===== src/rtl/mcs_defs.vh =====
// Contract
// Pulse bit 0 resets whole board, reloads
// Pulse bits 1-5 reset sub-units
// Pulse bit 8 resets summing clock loops
// Pulse bit 9 clears parity and overflow
// Bits 10/11 reload crate/system FPGA
// Pulse bit 12 zeroes rate counters
// Pulse register reads zero; zeros ignored
// Status bit 0 sticky combined parity
// Status bits 1,4,5,6 configuration done
// Status bit 2 sticky FIFO overflow
// Status bits 7-11 ready and locks
// FIFO empties bits 0-3, fulls 4-7
// Per-slot sticky backplane parity flags
// Cable bits 0-2, crate bit 3 sticky
// Disabled slot feeds zero, odd parity
// Disabled cable link data forced zero
// Counter adds one per error cycle, saturates
// Counter starts zero; disabled links ignored
// Two slot phase registers, eight fields
// Cable phase register, three fields
// Four-bit pipeline latency setting
// Three-bit readout slice count
// Write address zero loads read offset
// Each pulse bit gives one-cycle request
`ifndef MCS_DEFS_VH
`define MCS_DEFS_VH
// Byte addresses on the A24/D16 register bus
`define MCS_ADDR_MODE 24'h000004
`define MCS_ADDR_PULSE 24'h000006
`define MCS_ADDR_STATUS 24'h000008
`define MCS_ADDR_FIFO 24'h00000A
`define MCS_ADDR_BPERRF 24'h00000C
`define MCS_ADDR_CBERRF 24'h00000E
`define MCS_ADDR_BPMASK 24'h000010
`define MCS_ADDR_CBMASK 24'h000012
`define MCS_ADDR_PCOUNT 24'h000014
`define MCS_ADDR_BPPH_LO 24'h000016
`define MCS_ADDR_BPPH_HI 24'h000018
`define MCS_ADDR_CBPH 24'h00001A
`define MCS_ADDR_PIPE 24'h00001C
`define MCS_ADDR_SLICE 24'h00001E
`define MCS_ADDR_OFS_BP 24'h000020
`define MCS_ADDR_OFS_CR 24'h000022
// Pulse bit positions
`define MCS_P_BOARD 0
`define MCS_P_TIMING 1
`define MCS_P_REGION 2
`define MCS_P_EVENT 3
`define MCS_P_FIELDBUS 4
`define MCS_P_TWOWIRE 5
`define MCS_P_DLL 8
`define MCS_P_CLEAR 9
`define MCS_P_RLD_CRATE 10
`define MCS_P_RLD_SYS 11
`define MCS_P_RATE 12
// Status bit positions
`define MCS_S_PARITY 0
`define MCS_S_LOADED 1
`define MCS_S_OVF 2
`define MCS_S_TWOWIRE_CFG 4
`define MCS_S_CRATE_CFG 5
`define MCS_S_SYS_CFG 6
`define MCS_S_TIMING_OK 7
`define MCS_S_CRATE_LCK 8
`define MCS_S_SYS_LCK 9
`define MCS_S_EVENT_OK 10
`define MCS_S_REGION_OK 11
`define MCS_S_OVF_REC 12
// Field widths and reset values
`define MCS_NSLOT 16
`define MCS_NCABLE 3
`define MCS_PIPE_W 4
`define MCS_SLICE_W 3
`define MCS_OFS_W 8
`define MCS_RST_REG 16'h0000
`define MCS_RST_SLICE 3'h1
`define MCS_COUNT_MAX 16'hFFFF
`endif


===== src/rtl/mcs_offset_loader.v =====
`timescale 1ns/1ps
`include "mcs_defs.vh"
// Dual-port RAM address pair: read pointer runs the offset minus one ahead of write
module mcs_offset_loader (
	input wire clk,
	input wire resetn,
	input wire [`MCS_OFS_W-1:0] offset,
	output reg [`MCS_OFS_W-1:0] write_addr,
	output reg [`MCS_OFS_W-1:0] read_addr
);
	// Reload read counter each time write counter wraps to zero
	always @(posedge clk or negedge resetn) begin
		if (!resetn) begin
			write_addr <= 8'h00;
			read_addr <= 8'h00;
		end else begin
			write_addr <= write_addr + 8'h01;
			if (write_addr == 8'h00)
				read_addr <= offset;
			else
				read_addr <= read_addr + 8'h01;
		end
	end
endmodule


===== src/rtl/mcs_regs.v =====
`timescale 1ns/1ps
`include "mcs_defs.vh"
// Control and status register bank on the reduced A24/D16 bus
module mcs_regs (
	input wire clk,
	input wire resetn,
	input wire [23:0] bus_addr,
	input wire [15:0] bus_wdata,
	input wire bus_write,
	input wire bus_read,
	output reg [15:0] bus_rdata,
	output reg bus_ack,
	input wire [3:0] geo_address,
	input wire [`MCS_NSLOT-1:0] slot_parity_err,
	input wire [`MCS_NCABLE-1:0] cable_parity_err,
	input wire crate_data_parity_err,
	input wire [`MCS_NSLOT*8-1:0] slot_data_in,
	input wire [`MCS_NCABLE*8-1:0] cable_data_in,
	input wire fifo_overflow_event,
	input wire twowire_fpga_configured,
	input wire crate_fpga_configured,
	input wire system_fpga_configured,
	input wire timing_receiver_ok,
	input wire crate_clock_locked,
	input wire system_clock_locked,
	input wire event_link_ok,
	input wire region_link_ok,
	input wire crate_event_fifo_empty,
	input wire system_event_fifo_empty,
	input wire crate_region_fifo_empty,
	input wire system_region_fifo_empty,
	input wire crate_event_fifo_full,
	input wire system_event_fifo_full,
	input wire crate_region_fifo_full,
	input wire system_region_fifo_full,
	output reg board_reinit,
	output reg timing_receiver_reinit,
	output reg region_link_reinit,
	output reg event_link_reinit,
	output reg fieldbus_mcu_reinit,
	output reg twowire_reinit,
	output reg clock_loop_reinit,
	output reg error_flag_clear,
	output reg crate_fpga_reload,
	output reg system_fpga_reload,
	output reg rate_counter_clear,
	output reg [3:0] reload_geo_address,
	output reg [`MCS_NSLOT*9-1:0] slot_data_out,
	output reg [`MCS_NCABLE*8-1:0] cable_data_out,
	output reg [31:0] slot_phase_select,
	output reg [5:0] subsum_phase_select,
	output reg [`MCS_PIPE_W-1:0] pipeline_latency,
	output reg [`MCS_SLICE_W-1:0] readout_slices,
	output reg [`MCS_OFS_W-1:0] bp_read_addr,
	output reg [`MCS_OFS_W-1:0] cr_read_addr
);
	// Settings, mode and sticky error state
	reg [15:0] control_mode;
	reg [15:0] slot_input_mask;
	reg [2:0] cable_input_mask;
	reg [15:0] slot_parity_flags;
	reg [3:0] cable_parity_bits;
	reg [15:0] parity_tally;
	reg overflow_flag;
	reg overflow_recorded;
	reg [7:0] offset_bp;
	reg [7:0] offset_cr;
	reg geo_capture_pending;
	reg [15:0] next_rdata;

	// Loader read pointers; write counters stay inside the loaders
	wire [7:0] bp_read_int;
	wire [7:0] cr_read_int;

	// Pulse decode and live error terms
	wire pulse_write;
	wire [15:0] pulse_bits;
	wire clear_now;
	wire [15:0] slot_err_live;
	wire [3:0] cable_err_live;
	wire any_err;
	wire wipe_errors;

	// Write to pulse register decoded once; zero bits mean nothing
	assign pulse_write = bus_write && (bus_addr == `MCS_ADDR_PULSE);
	assign pulse_bits = pulse_write ? bus_wdata : 16'h0000;
	assign clear_now = pulse_bits[`MCS_P_CLEAR];

	// Board reset also wipes the error record, as at power-on
	assign wipe_errors = clear_now | pulse_bits[`MCS_P_BOARD];

	// Masked links never raise errors, so they are never counted
	assign slot_err_live = slot_parity_err & ~slot_input_mask;
	assign cable_err_live = {crate_data_parity_err,
		cable_parity_err & ~cable_input_mask};
	assign any_err = (|slot_err_live) | (|cable_err_live);

	// One-cycle requests toward each target unit
	// Bits 6, 7 and 13-15 drive nothing
	always @(posedge clk or negedge resetn) begin
		if (!resetn) begin
			board_reinit <= 1'b0;
			timing_receiver_reinit <= 1'b0;
			region_link_reinit <= 1'b0;
			event_link_reinit <= 1'b0;
			fieldbus_mcu_reinit <= 1'b0;
			twowire_reinit <= 1'b0;
			clock_loop_reinit <= 1'b0;
			error_flag_clear <= 1'b0;
			crate_fpga_reload <= 1'b0;
			system_fpga_reload <= 1'b0;
			rate_counter_clear <= 1'b0;
		end else begin
			board_reinit <= pulse_bits[`MCS_P_BOARD];
			timing_receiver_reinit <= pulse_bits[`MCS_P_TIMING];
			region_link_reinit <= pulse_bits[`MCS_P_REGION];
			event_link_reinit <= pulse_bits[`MCS_P_EVENT];
			fieldbus_mcu_reinit <= pulse_bits[`MCS_P_FIELDBUS];
			twowire_reinit <= pulse_bits[`MCS_P_TWOWIRE];
			clock_loop_reinit <= pulse_bits[`MCS_P_DLL];
			error_flag_clear <= clear_now;
			// Board reset reloads both devices from backplane address
			crate_fpga_reload <= pulse_bits[`MCS_P_RLD_CRATE] |
				pulse_bits[`MCS_P_BOARD];
			system_fpga_reload <= pulse_bits[`MCS_P_RLD_SYS] |
				pulse_bits[`MCS_P_BOARD];
			rate_counter_clear <= pulse_bits[`MCS_P_RATE];
		end
	end

	// Geo bypass field is taken from the pins after reset or board reset
	always @(posedge clk or negedge resetn) begin
		if (!resetn) begin
			geo_capture_pending <= 1'b1;
			control_mode <= `MCS_RST_REG;
			reload_geo_address <= 4'h0;
		end else begin
			// Capture waits one edge so the pins win over a racing write
			geo_capture_pending <= pulse_bits[`MCS_P_BOARD];
			if (geo_capture_pending) begin
				control_mode <= {11'h000, geo_address, 1'b0};
			end else if (bus_write && bus_addr == `MCS_ADDR_MODE) begin
				control_mode <= {6'h00, bus_wdata[9:0]};
			end
			// Reload uses the bypass field; board reset uses pins
			if (pulse_bits[`MCS_P_BOARD])
				reload_geo_address <= geo_address;
			else if (pulse_bits[`MCS_P_RLD_CRATE] | pulse_bits[`MCS_P_RLD_SYS])
				reload_geo_address <= control_mode[4:1];
		end
	end

	// Software-written settings; board reset returns them to power-on
	always @(posedge clk or negedge resetn) begin
		if (!resetn) begin
			slot_input_mask <= `MCS_RST_REG;
			cable_input_mask <= 3'h0;
			slot_phase_select <= 32'h00000000;
			subsum_phase_select <= 6'h00;
			pipeline_latency <= 4'h0;
			readout_slices <= `MCS_RST_SLICE;
			offset_bp <= 8'h00;
			offset_cr <= 8'h00;
		end else if (pulse_bits[`MCS_P_BOARD]) begin
			// Same values as power-on; error flags follow wipe_errors
			slot_input_mask <= `MCS_RST_REG;
			cable_input_mask <= 3'h0;
			slot_phase_select <= 32'h00000000;
			subsum_phase_select <= 6'h00;
			pipeline_latency <= 4'h0;
			readout_slices <= `MCS_RST_SLICE;
			offset_bp <= 8'h00;
			offset_cr <= 8'h00;
		end else if (bus_write) begin
			// Exact byte match; unmapped writes are acknowledged and lost
			if (bus_addr == `MCS_ADDR_BPMASK)
				slot_input_mask <= bus_wdata;
			else if (bus_addr == `MCS_ADDR_CBMASK)
				cable_input_mask <= bus_wdata[2:0];
			else if (bus_addr == `MCS_ADDR_BPPH_LO)
				slot_phase_select[15:0] <= bus_wdata;
			else if (bus_addr == `MCS_ADDR_BPPH_HI)
				slot_phase_select[31:16] <= bus_wdata;
			else if (bus_addr == `MCS_ADDR_CBPH)
				subsum_phase_select <= bus_wdata[5:0];
			else if (bus_addr == `MCS_ADDR_PIPE)
				pipeline_latency <= bus_wdata[3:0];
			else if (bus_addr == `MCS_ADDR_SLICE)
				readout_slices <= bus_wdata[2:0];
			else if (bus_addr == `MCS_ADDR_OFS_BP)
				offset_bp <= bus_wdata[7:0];
			else if (bus_addr == `MCS_ADDR_OFS_CR)
				offset_cr <= bus_wdata[7:0];
		end
	end

	// Sticky error flags; a new error in the clear cycle survives
	always @(posedge clk or negedge resetn) begin
		if (!resetn) begin
			slot_parity_flags <= 16'h0000;
			cable_parity_bits <= 4'h0;
			overflow_flag <= 1'b0;
			overflow_recorded <= 1'b0;
		end else begin
			slot_parity_flags <= (wipe_errors ? 16'h0000 : slot_parity_flags)
				| slot_err_live;
			cable_parity_bits <= (wipe_errors ? 4'h0 : cable_parity_bits)
				| cable_err_live;
			// Overflow pair shares one set and one clear
			overflow_flag <= (overflow_flag & ~wipe_errors)
				| fifo_overflow_event;
			overflow_recorded <= (overflow_recorded & ~wipe_errors)
				| fifo_overflow_event;
		end
	end

	// Saturating error counter; one per cycle with any live error
	always @(posedge clk or negedge resetn) begin
		if (!resetn) begin
			parity_tally <= 16'h0000;
		end else if (wipe_errors) begin
			// Clear with a live error leaves one, so no error is lost
			parity_tally <= any_err ? 16'h0001 : 16'h0000;
		end else if (any_err && parity_tally != `MCS_COUNT_MAX) begin
			parity_tally <= parity_tally + 16'h0001;
		end
	end

	// Link data gating; disabled slot gets zero data with odd parity bit
	genvar gi;
	generate
		for (gi = 0; gi < `MCS_NSLOT; gi = gi + 1) begin : g_slot
			always @(posedge clk or negedge resetn) begin
				if (!resetn)
					slot_data_out[gi*9 +: 9] <= 9'h100;
				else if (slot_input_mask[gi])
					slot_data_out[gi*9 +: 9] <= 9'h100;
				else
					slot_data_out[gi*9 +: 9] <= {~^slot_data_in[gi*8 +: 8],
						slot_data_in[gi*8 +: 8]};
			end
		end
		// Cable links carry no parity bit of their own
		for (gi = 0; gi < `MCS_NCABLE; gi = gi + 1) begin : g_cable
			always @(posedge clk or negedge resetn) begin
				if (!resetn)
					cable_data_out[gi*8 +: 8] <= 8'h00;
				else if (cable_input_mask[gi])
					cable_data_out[gi*8 +: 8] <= 8'h00;
				else
					cable_data_out[gi*8 +: 8] <= cable_data_in[gi*8 +: 8];
			end
		end
	endgenerate

	// Readout RAM address pairs for the two offset registers
	mcs_offset_loader u_bp_loader (
		.clk(clk),
		.resetn(resetn),
		.offset(offset_bp),
		.write_addr(),
		.read_addr(bp_read_int)
	);
	mcs_offset_loader u_cr_loader (
		.clk(clk),
		.resetn(resetn),
		.offset(offset_cr),
		.write_addr(),
		.read_addr(cr_read_int)
	);

	// Registered copies so every output leaves a flip-flop
	// Costs one cycle of lag against the loaders
	always @(posedge clk or negedge resetn) begin
		if (!resetn) begin
			bp_read_addr <= 8'h00;
			cr_read_addr <= 8'h00;
		end else begin
			bp_read_addr <= bp_read_int;
			cr_read_addr <= cr_read_int;
		end
	end

	// Read mux; unmapped and pulse addresses read zero
	always @* begin
		next_rdata = 16'h0000;
		if (bus_addr == `MCS_ADDR_MODE)
			next_rdata = control_mode;
		else if (bus_addr == `MCS_ADDR_PULSE)
			next_rdata = 16'h0000;
		// Status word, bit 15 down to bit 0
		else if (bus_addr == `MCS_ADDR_STATUS)
			next_rdata = {3'h0, overflow_recorded,
				region_link_ok, event_link_ok, system_clock_locked,
				crate_clock_locked, timing_receiver_ok,
				system_fpga_configured, crate_fpga_configured,
				twowire_fpga_configured, 1'b0,
				overflow_flag,
				twowire_fpga_configured & crate_fpga_configured
					& system_fpga_configured,
				(|slot_parity_flags) | (|cable_parity_bits)};
		// Empties in the low nibble, fulls above
		else if (bus_addr == `MCS_ADDR_FIFO)
			next_rdata = {8'h00, system_region_fifo_full, crate_region_fifo_full,
				system_event_fifo_full, crate_event_fifo_full,
				system_region_fifo_empty, crate_region_fifo_empty,
				system_event_fifo_empty, crate_event_fifo_empty};
		else if (bus_addr == `MCS_ADDR_BPERRF)
			next_rdata = slot_parity_flags;
		else if (bus_addr == `MCS_ADDR_CBERRF)
			next_rdata = {12'h000, cable_parity_bits};
		else if (bus_addr == `MCS_ADDR_BPMASK)
			next_rdata = slot_input_mask;
		else if (bus_addr == `MCS_ADDR_CBMASK)
			next_rdata = {13'h0000, cable_input_mask};
		else if (bus_addr == `MCS_ADDR_PCOUNT)
			next_rdata = parity_tally;
		else if (bus_addr == `MCS_ADDR_BPPH_LO)
			next_rdata = slot_phase_select[15:0];
		else if (bus_addr == `MCS_ADDR_BPPH_HI)
			next_rdata = slot_phase_select[31:16];
		else if (bus_addr == `MCS_ADDR_CBPH)
			next_rdata = {10'h000, subsum_phase_select};
		else if (bus_addr == `MCS_ADDR_PIPE)
			next_rdata = {12'h000, pipeline_latency};
		else if (bus_addr == `MCS_ADDR_SLICE)
			next_rdata = {13'h0000, readout_slices};
		else if (bus_addr == `MCS_ADDR_OFS_BP)
			next_rdata = {8'h00, offset_bp};
		else if (bus_addr == `MCS_ADDR_OFS_CR)
			next_rdata = {8'h00, offset_cr};
	end

	// Bus answer one cycle after the strobe, held only that cycle
	always @(posedge clk or negedge resetn) begin
		if (!resetn) begin
			bus_rdata <= 16'h0000;
			bus_ack <= 1'b0;
		end else begin
			bus_ack <= bus_read | bus_write;
			bus_rdata <= bus_read ? next_rdata : 16'h0000;
		end
	end
endmodule


===== config.mk =====
export PLATFORM = sky130hd
export DESIGN_NAME = mcs_regs
export DESIGN_NICKNAME = d
export VERILOG_FILES = /design/src/rtl/mcs_offset_loader.v /design/src/rtl/mcs_regs.v
export VERILOG_INCLUDE_DIRS = /design/src /design/src/rtl
export SDC_FILE = /design/constraint.sdc
export NUM_CORES = 1
export LEC_CHECK = 0
export BUFFER_PORTS_ARGS = -buffer_cell sky130_fd_sc_hd__buf_4
export CORE_AREA = 3 3 194 196
export CTS_BUF_LIST = sky130_fd_sc_hd__clkbuf_2 sky130_fd_sc_hd__clkbuf_4 sky130_fd_sc_hd__clkbuf_8
export DETAILED_ROUTE_END_ITERATION = 7
export DIE_AREA = 0 0 197 199
export HOLD_SLACK_MARGIN = 0.05
export PLACE_DENSITY_LB_ADDON = 0.08
export SLEW_MARGIN = 10
export SYNTH_ARGS = -nofsm -noshare
export SYNTH_HDL_FRONTEND = slang
export SYNTH_SLANG_ARGS = --single-unit

===== constraint.sdc =====
create_clock -name clk -period 3.6 [get_ports clk]
set_input_delay 0.36 -clock clk [delete_from_list [all_inputs] [get_ports clk]]
set_output_delay 0.36 -clock clk [all_outputs]
set_load 0.01 [all_outputs]

# After elaboration in Yosys (flattened, before gate mapping)
# Index checks and enable logic that the tools add are counted.
word_totals:
  regBits: 383
  latch_bits: 0
  ram_bits: 0
  mem_bits_ro: 0
  inputBits: 237
  output_inout_bits: 261
  word_cells: 259
  mem_count: 0
classes:
  add_sub_neg: 5
  n_mul: 0
  div_mod_pow: 0
  order_cmp: 0
  eq_ne: 25
  shift: 0
  muxes: 107
  bitwise_logic: 20
  n_reduce_logical: 47
op_table:
  columns: ["cell", "n"]
  rows:
  - ["16-bit two-way mux", 23]
  - ["8-bit two-way mux", 31]
  - ["24-bit by 5-bit equality test with 1-bit output (second input constant)", 8]
  - ["9-bit two-way mux", 16]
  - ["32-bit two-way mux", 4]
  - ["8-bit XNOR reduction", 16]
  - ["24-bit by 4-bit equality test with 1-bit output (second input constant)", 4]
  - ["24-bit by 3-bit equality test with 1-bit output (second input constant)", 2]
  - ["24-bit by 6-bit equality test with 1-bit output (second input constant)", 2]
  - ["4-bit two-way mux", 11]
  - ["6-bit two-way mux", 7]
  - ["3-bit two-way mux", 13]
  - ["8-bit by 1-bit adder with 8-bit output (second input constant)", 4]
  - ["16-bit OR reduction", 2]
  - ["2-bit nonzero test", 13]
  - ["16-bit by 1-bit adder with 16-bit output (second input constant)", 1]
  - ["16-bit bitwise AND", 1]
  - ["8-bit zero test", 2]
  - ["16-bit inequality test (second input constant)", 1]
  - ["2-bit inequality test (second input constant)", 8]
  - ["16-bit NOT", 1]
  - ["16-bit OR", 1]
  - ["13-bit two-way mux", 1]
  - ["10-bit AND reduction", 1]
  - ["other kinds (17)", 31]

# Depth between registers and ports, before layout
logic_depth:
  word_depth: 18
  ltp_mapped: 10
  depth_no_buf: 6

# Hierarchy
# From an unflattened synthesis, not the netlist that was laid out.
unflattened:
  hier_cells: 1454
  area_unflattened_um2: 16329.4
by_module_without_submodules:
  columns: ["module", "n_inst", "cells_each", "area_per_inst_um2"]
  rows:
  - ["mcs_regs", 1, 1322, 14797.9]
  - ["mcs_offset_loader", 2, 66, 765.7]

# Worst setup path before layout
# OpenSTA, ideal clock, no wires.
synth_timing:
  path_kind: "in2reg"
  startpoint: "input port bus_addr[3]"
  endpoint: "register offset_bp[0]"
  setup_ns: 0.121
  arrival_time_ns: 2.147
  setup_slack_ns: 1.332
  path_stages: 8
  path_buffers: 3
  path_cell_list: "buf_2 or3b_1 clkbuf_1 o41ai_4 or3_1 buf_6 mux2i_1 nor2_1"
synth_between:
  elab_chain_len: 5
  elab_cells_between_ends: 22
  classes_between: "eq/ne: 16; mux: 2; reduce/logical: 4"
synth_lines:
  columns: ["item", "line_no", "text"]
  rows:
  - ["start, declared", "mcs_regs.v:7", "input wire [23:0] bus_addr,"]
  - ["24-bit by 3-bit equality test with 1-bit output (no line)", null, null]
  - ["1-bit logical AND", "mcs_regs.v:85", "assign pulse_write = bus_write && (bus_addr == `MCS_ADDR_PULSE);"]
  - ["13-bit two-way mux", "mcs_regs.v:86", "assign pulse_bits = pulse_write ? bus_wdata : 16'h0000;"]
  - ["2-bit inequality test (no line) or 2-bit nonzero test (tied branches)", null, null]
  - ["9-bit AND reduction (no line)", null, null]
  - ["end signal, assigned", "mcs_regs.v:191", "offset_bp <= bus_wdata[7:0];"]
  - ["end, declared", "mcs_regs.v:66", "reg [7:0] offset_bp;"]
# Parallel ways exist; a longest one is shown, timed or not.
# A chain may end at the register's enable or synchronous reset.

# Worst setup path after layout
layout_timing:
  startpoint: "register slot_input_mask[11]"
  endpoint: "register parity_tally[15]"
layout_between:
  elab_chain_len: 6
layout_lines:
  columns: ["item", "line_no", "text"]
  rows:
  - ["start, declared", "mcs_regs.v:59", "reg [15:0] slot_input_mask;"]
  - ["start signal, assigned", "mcs_regs.v:156", "slot_input_mask <= `MCS_RST_REG;"]
  - ["start signal, assigned", "mcs_regs.v:166", "slot_input_mask <= `MCS_RST_REG;"]
  - ["start signal, assigned", "mcs_regs.v:177", "slot_input_mask <= bus_wdata;"]
  - ["16-bit NOT", "mcs_regs.v:93", "assign slot_err_live = slot_parity_err & ~slot_input_mask;"]
  - ["16-bit bitwise AND", "mcs_regs.v:93", null]
  - ["16-bit OR reduction", "mcs_regs.v:96", "assign any_err = (|slot_err_live) | (|cable_err_live);"]
  - ["1-bit OR", "mcs_regs.v:96", null]
  - ["1-bit logical AND (no line)", null, null]
  - ["2-bit nonzero test (no line)", null, null]
  - ["end signal, assigned", "mcs_regs.v:223", "parity_tally <= any_err ? 16'h0001 : 16'h0000;"]
  - ["end signal, assigned", "mcs_regs.v:225", "parity_tally <= parity_tally + 16'h0001;"]
  - ["end, declared", "mcs_regs.v:63", "reg [15:0] parity_tally;"]
# Every way passes these cells.

==> metrics.cfg <==
[outcome]
outcome=completed

[timing]
min_period_over_period_pct=75.29
rsz0062_at_grt=no
finalSetupViolCount=0
hold_viol_final=0
fin_tns_setup_ps=0
max_slew_margin_pct=44.25
skew_ps=24.98
post-route-min-period_ps=2711
fmax_mhz=368.9
tightest_slew_ps=836.3
finalMaxSlewViolations=0
worst_slack_ps=889.4
whs_ps=97.87

[finish]
num-nets-final=2393
finalInstanceArea_sq_um=24060
final_layout_size_suffix_gt1_share_pct=32.32
area_growth_pct=45.51

[place]
hpwl_microns=40530
dp_slack_ps=728.2
port_buffers=497
place_area_sq_um=20860
place_congestion=0.9460

[clock_tree]
htreeDepth=3
cts_setup_buffers=0
cts_resized=0
clock_path_buffers=3
clk_latency_ps=620
cts_buffers=68
hold_buffers=173
clockRootBuffer=clkbuf_8
clk_pin_slew_worst_paths_ps=60
cts.sinks=377
cts_tree=done

[yosys]
ys_async_sr_fraction_pct=100.0
synth_top_area_cell=dfrtp_1
synth_edf_count=0
synthMuxAreaShare_pct=5.379
syn_nets=1692
yosysWarnings=0
avgSynthCellArea_sq_um=11.42
syn_inst=1448
synth_xor_area_share_pct=7.414
synth_simple_gate_area_share_pct=19.16
yosysMostFrequentCell=dfrtp_1
synthTopCellsByArea=dfrtp_1 54%, nor2b_1 6.5%, xnor2_1 5.7%, mux2i_1 4.9%, dfstp_2 2.9%
synth_top_family_by_area=simple AND/OR/NAND/NOR gates
synth_common_cells=359 x dfrtp_1, 173 x nor2b_1, 108 x xnor2_1
synth_cell_types=72
synth-seq-area-share_pct=57.18
synth_compound_area_share_pct=7.800
ys_ff_latch=377
syn_area_sq_um=16540
synthFlopType=dfrtp_1
yosysTopAreaCellShare_pct=54.32
synth_adder_area_share_pct=0.5296

[global_routing]
grt_pass1_vias=14650
antenna_found_initial=2
grtUsageTotal_pct=28.42
globalRouteOverflowTotal=0
grt_pass1_wl_microns=85350
grt_start_max_net_pins=104

[detailed_routing]
drtAntennaViolNets=0
drc=0
drtIter0Drc=947
viasPerCell=5.238
routedWlPerCell_microns=21.27
vias=13990
drt_wl_total_microns=56780
first_pass_iters=6

[worst_setup_path]
crit_start=slot_input_mask[11]
cp_max_fo=12
cp-end-kind=flip-flop
arrival_ps=3190
worstSetupStartpointType=flip-flop
r2r_cells=6
r2r_slack_ps=890
critical_path_class=reg2reg
required_ps=4080
rr_startpoint=slot_input_mask[11]

[die]
fp-row-count=70
fp.dieW_microns=197
die_area_sq_um=39200
die_h_microns=199
start_util_pct=45.61
fp.coreArea_sq_um=36260
io_pins=498

[pwr]
power_density_nw_per_um2=420.0
p_leak_nw=11.09
ir_drop_v=0.0004326

[hold_path]
hold_class=in2reg
worstHoldStart=bus_wdata[6]
hold_depth=3

[job]
cap_violations=0

-- state kept, by name (all words and copies together), names as in the netlist, 3 cells and up --
| signal | count |
|---|---|
| cable_input_mask | 3 |
| u_cr_loader.write_addr | 8 |
| u_cr_loader.read_addr | 8 |
| offset_bp | 8 |
| offset_cr | 8 |
| control_mode | 10 |
| slot_phase_select | 32 |
| bp_read_addr | 8 |
| readout_slices | 3 |
| cr_read_addr | 8 |
| bus_rdata | 16 |
| slot_parity_flags | 16 |
| u_bp_loader.read_addr | 8 |
| slot_data_out | 144 |
| slot_input_mask | 16 |
| pipeline_latency | 4 |
| cable_parity_bits | 4 |
| subsum_phase_select | 6 |
| u_bp_loader.write_addr | 8 |
| reload_geo_address | 4 |
| cable_data_out | 24 |
| parity_tally | 16 |
-- kinds of logic after synthesis --
family	after synthesis
flip-flops	377
buffers and inverters	89
AO/OA/AOI/OAI	187
XOR/XNOR	140
multiplexers	87
AND/OR/NAND/NOR	561
adder cells (fa/ha/maj)	7
-- where the power goes --
part	internal, mW	switching (mW)
sequential	4.46	0.0606
clock	2.49	1.77
combinational	0.718	0.611
-- critical path, cell delays in order, from the launching register on --
cell and delay [ps]:
dfrtp_1 610, nor2b_1 150, nor4_1 490, nand3_1 290, o211ai_1 740, nor4_1 140, mux2i_1 150
-- final timing paths --
check                                          end
worst min register to register     bp_read_addr[7]
worst max-delay path              parity_tally[15]
worst min-delay path            slot_input_mask[6]
max in group asynchronous        slot_data_out[44]
min in group asynchronous          bp_read_addr[3]
worst max register to register    parity_tally[15]
-- placed cells by master, fill, tap and decap left out, types with 7 or more instances in the layout --
master | Yosys | routed
nand3_1 | 53 | 53
o31ai_1 | 8 | 8
a221o_1 | 7 | 7
nand4_1 | 7 | 7
ha_1 | 7 | 7
a21o_1 | 23 | 23
dfstp_2 | 18 | 18
and2_1 | 12 | 11
mux2i_1 | 81 | 81
o21ai_0 | 23 | 23
inv_1 | 13 | 13
nand2_1 | 88 | 88
nor2_1 | 102 | 102
clkbuf_8 | 0 | 87
buf_4 | 6 | 527
a22oi_1 | 7 | 7
o211ai_1 | 7 | 7
nor3_1 | 23 | 22
xnor2_1 | 108 | 108
a222oi_1 | 12 | 12
xor2_1 | 32 | 32
clkbuf_4 | 0 | 24
nand2b_1 | 24 | 24
nor2b_1 | 173 | 173
nor4_4 | 7 | 7
dfrtp_1 | 359 | 359
and3_1 | 12 | 12
nor4_1 | 19 | 18
dlygate4sd3_1 | 0 | 173
a21oi_1 | 66 | 66
-- per-layer routing --
| metal | vias to the layer above | GRT usage (%) | wire length, microns |
|---|---|---|---|
| met2 | 588 | 47.78 | 27900 |
| met5 | - | 0 | 20 |
| met3 | 113 | 8.655 | 4560 |
| met1 | 6913 | 35.27 | 22700 |
| li1 | 6370 | - | - |
| met4 | 2 | 9.451 | 1608 |
-- layout make-up --
type                            count  area [sq um]
Clock inverter                     10         87.58
Fill cell                        2882         12200
Sequential cell                   377          9457
Antenna cell                        2         5.005
Tap cell                          468         585.6
Inverter                           13         48.80
Clock buffer                      111          1378
Multi-Input combinational cell    982          6680
Timing Repair Buffer              707          5823
-- through the flow --
| stage | utilization, % | total power [mW] | instances |
|---|---|---|---|
| 3_3_place_gp | 57.54 | 5.743 | 2374 |
| 2_1_floorplan | - | 5.043 | 1448 |
| 4_1_cts | 66.35 | 10.21 | 2668 |
| 3_5_place_dp | 57.54 | 5.757 | 2374 |
| 5_1_grt | 66.36 | 10.52 | 2669 |
| 6_report | 66.37 | 10.11 | 2670 |
Power figures use the tool's default switching activity.
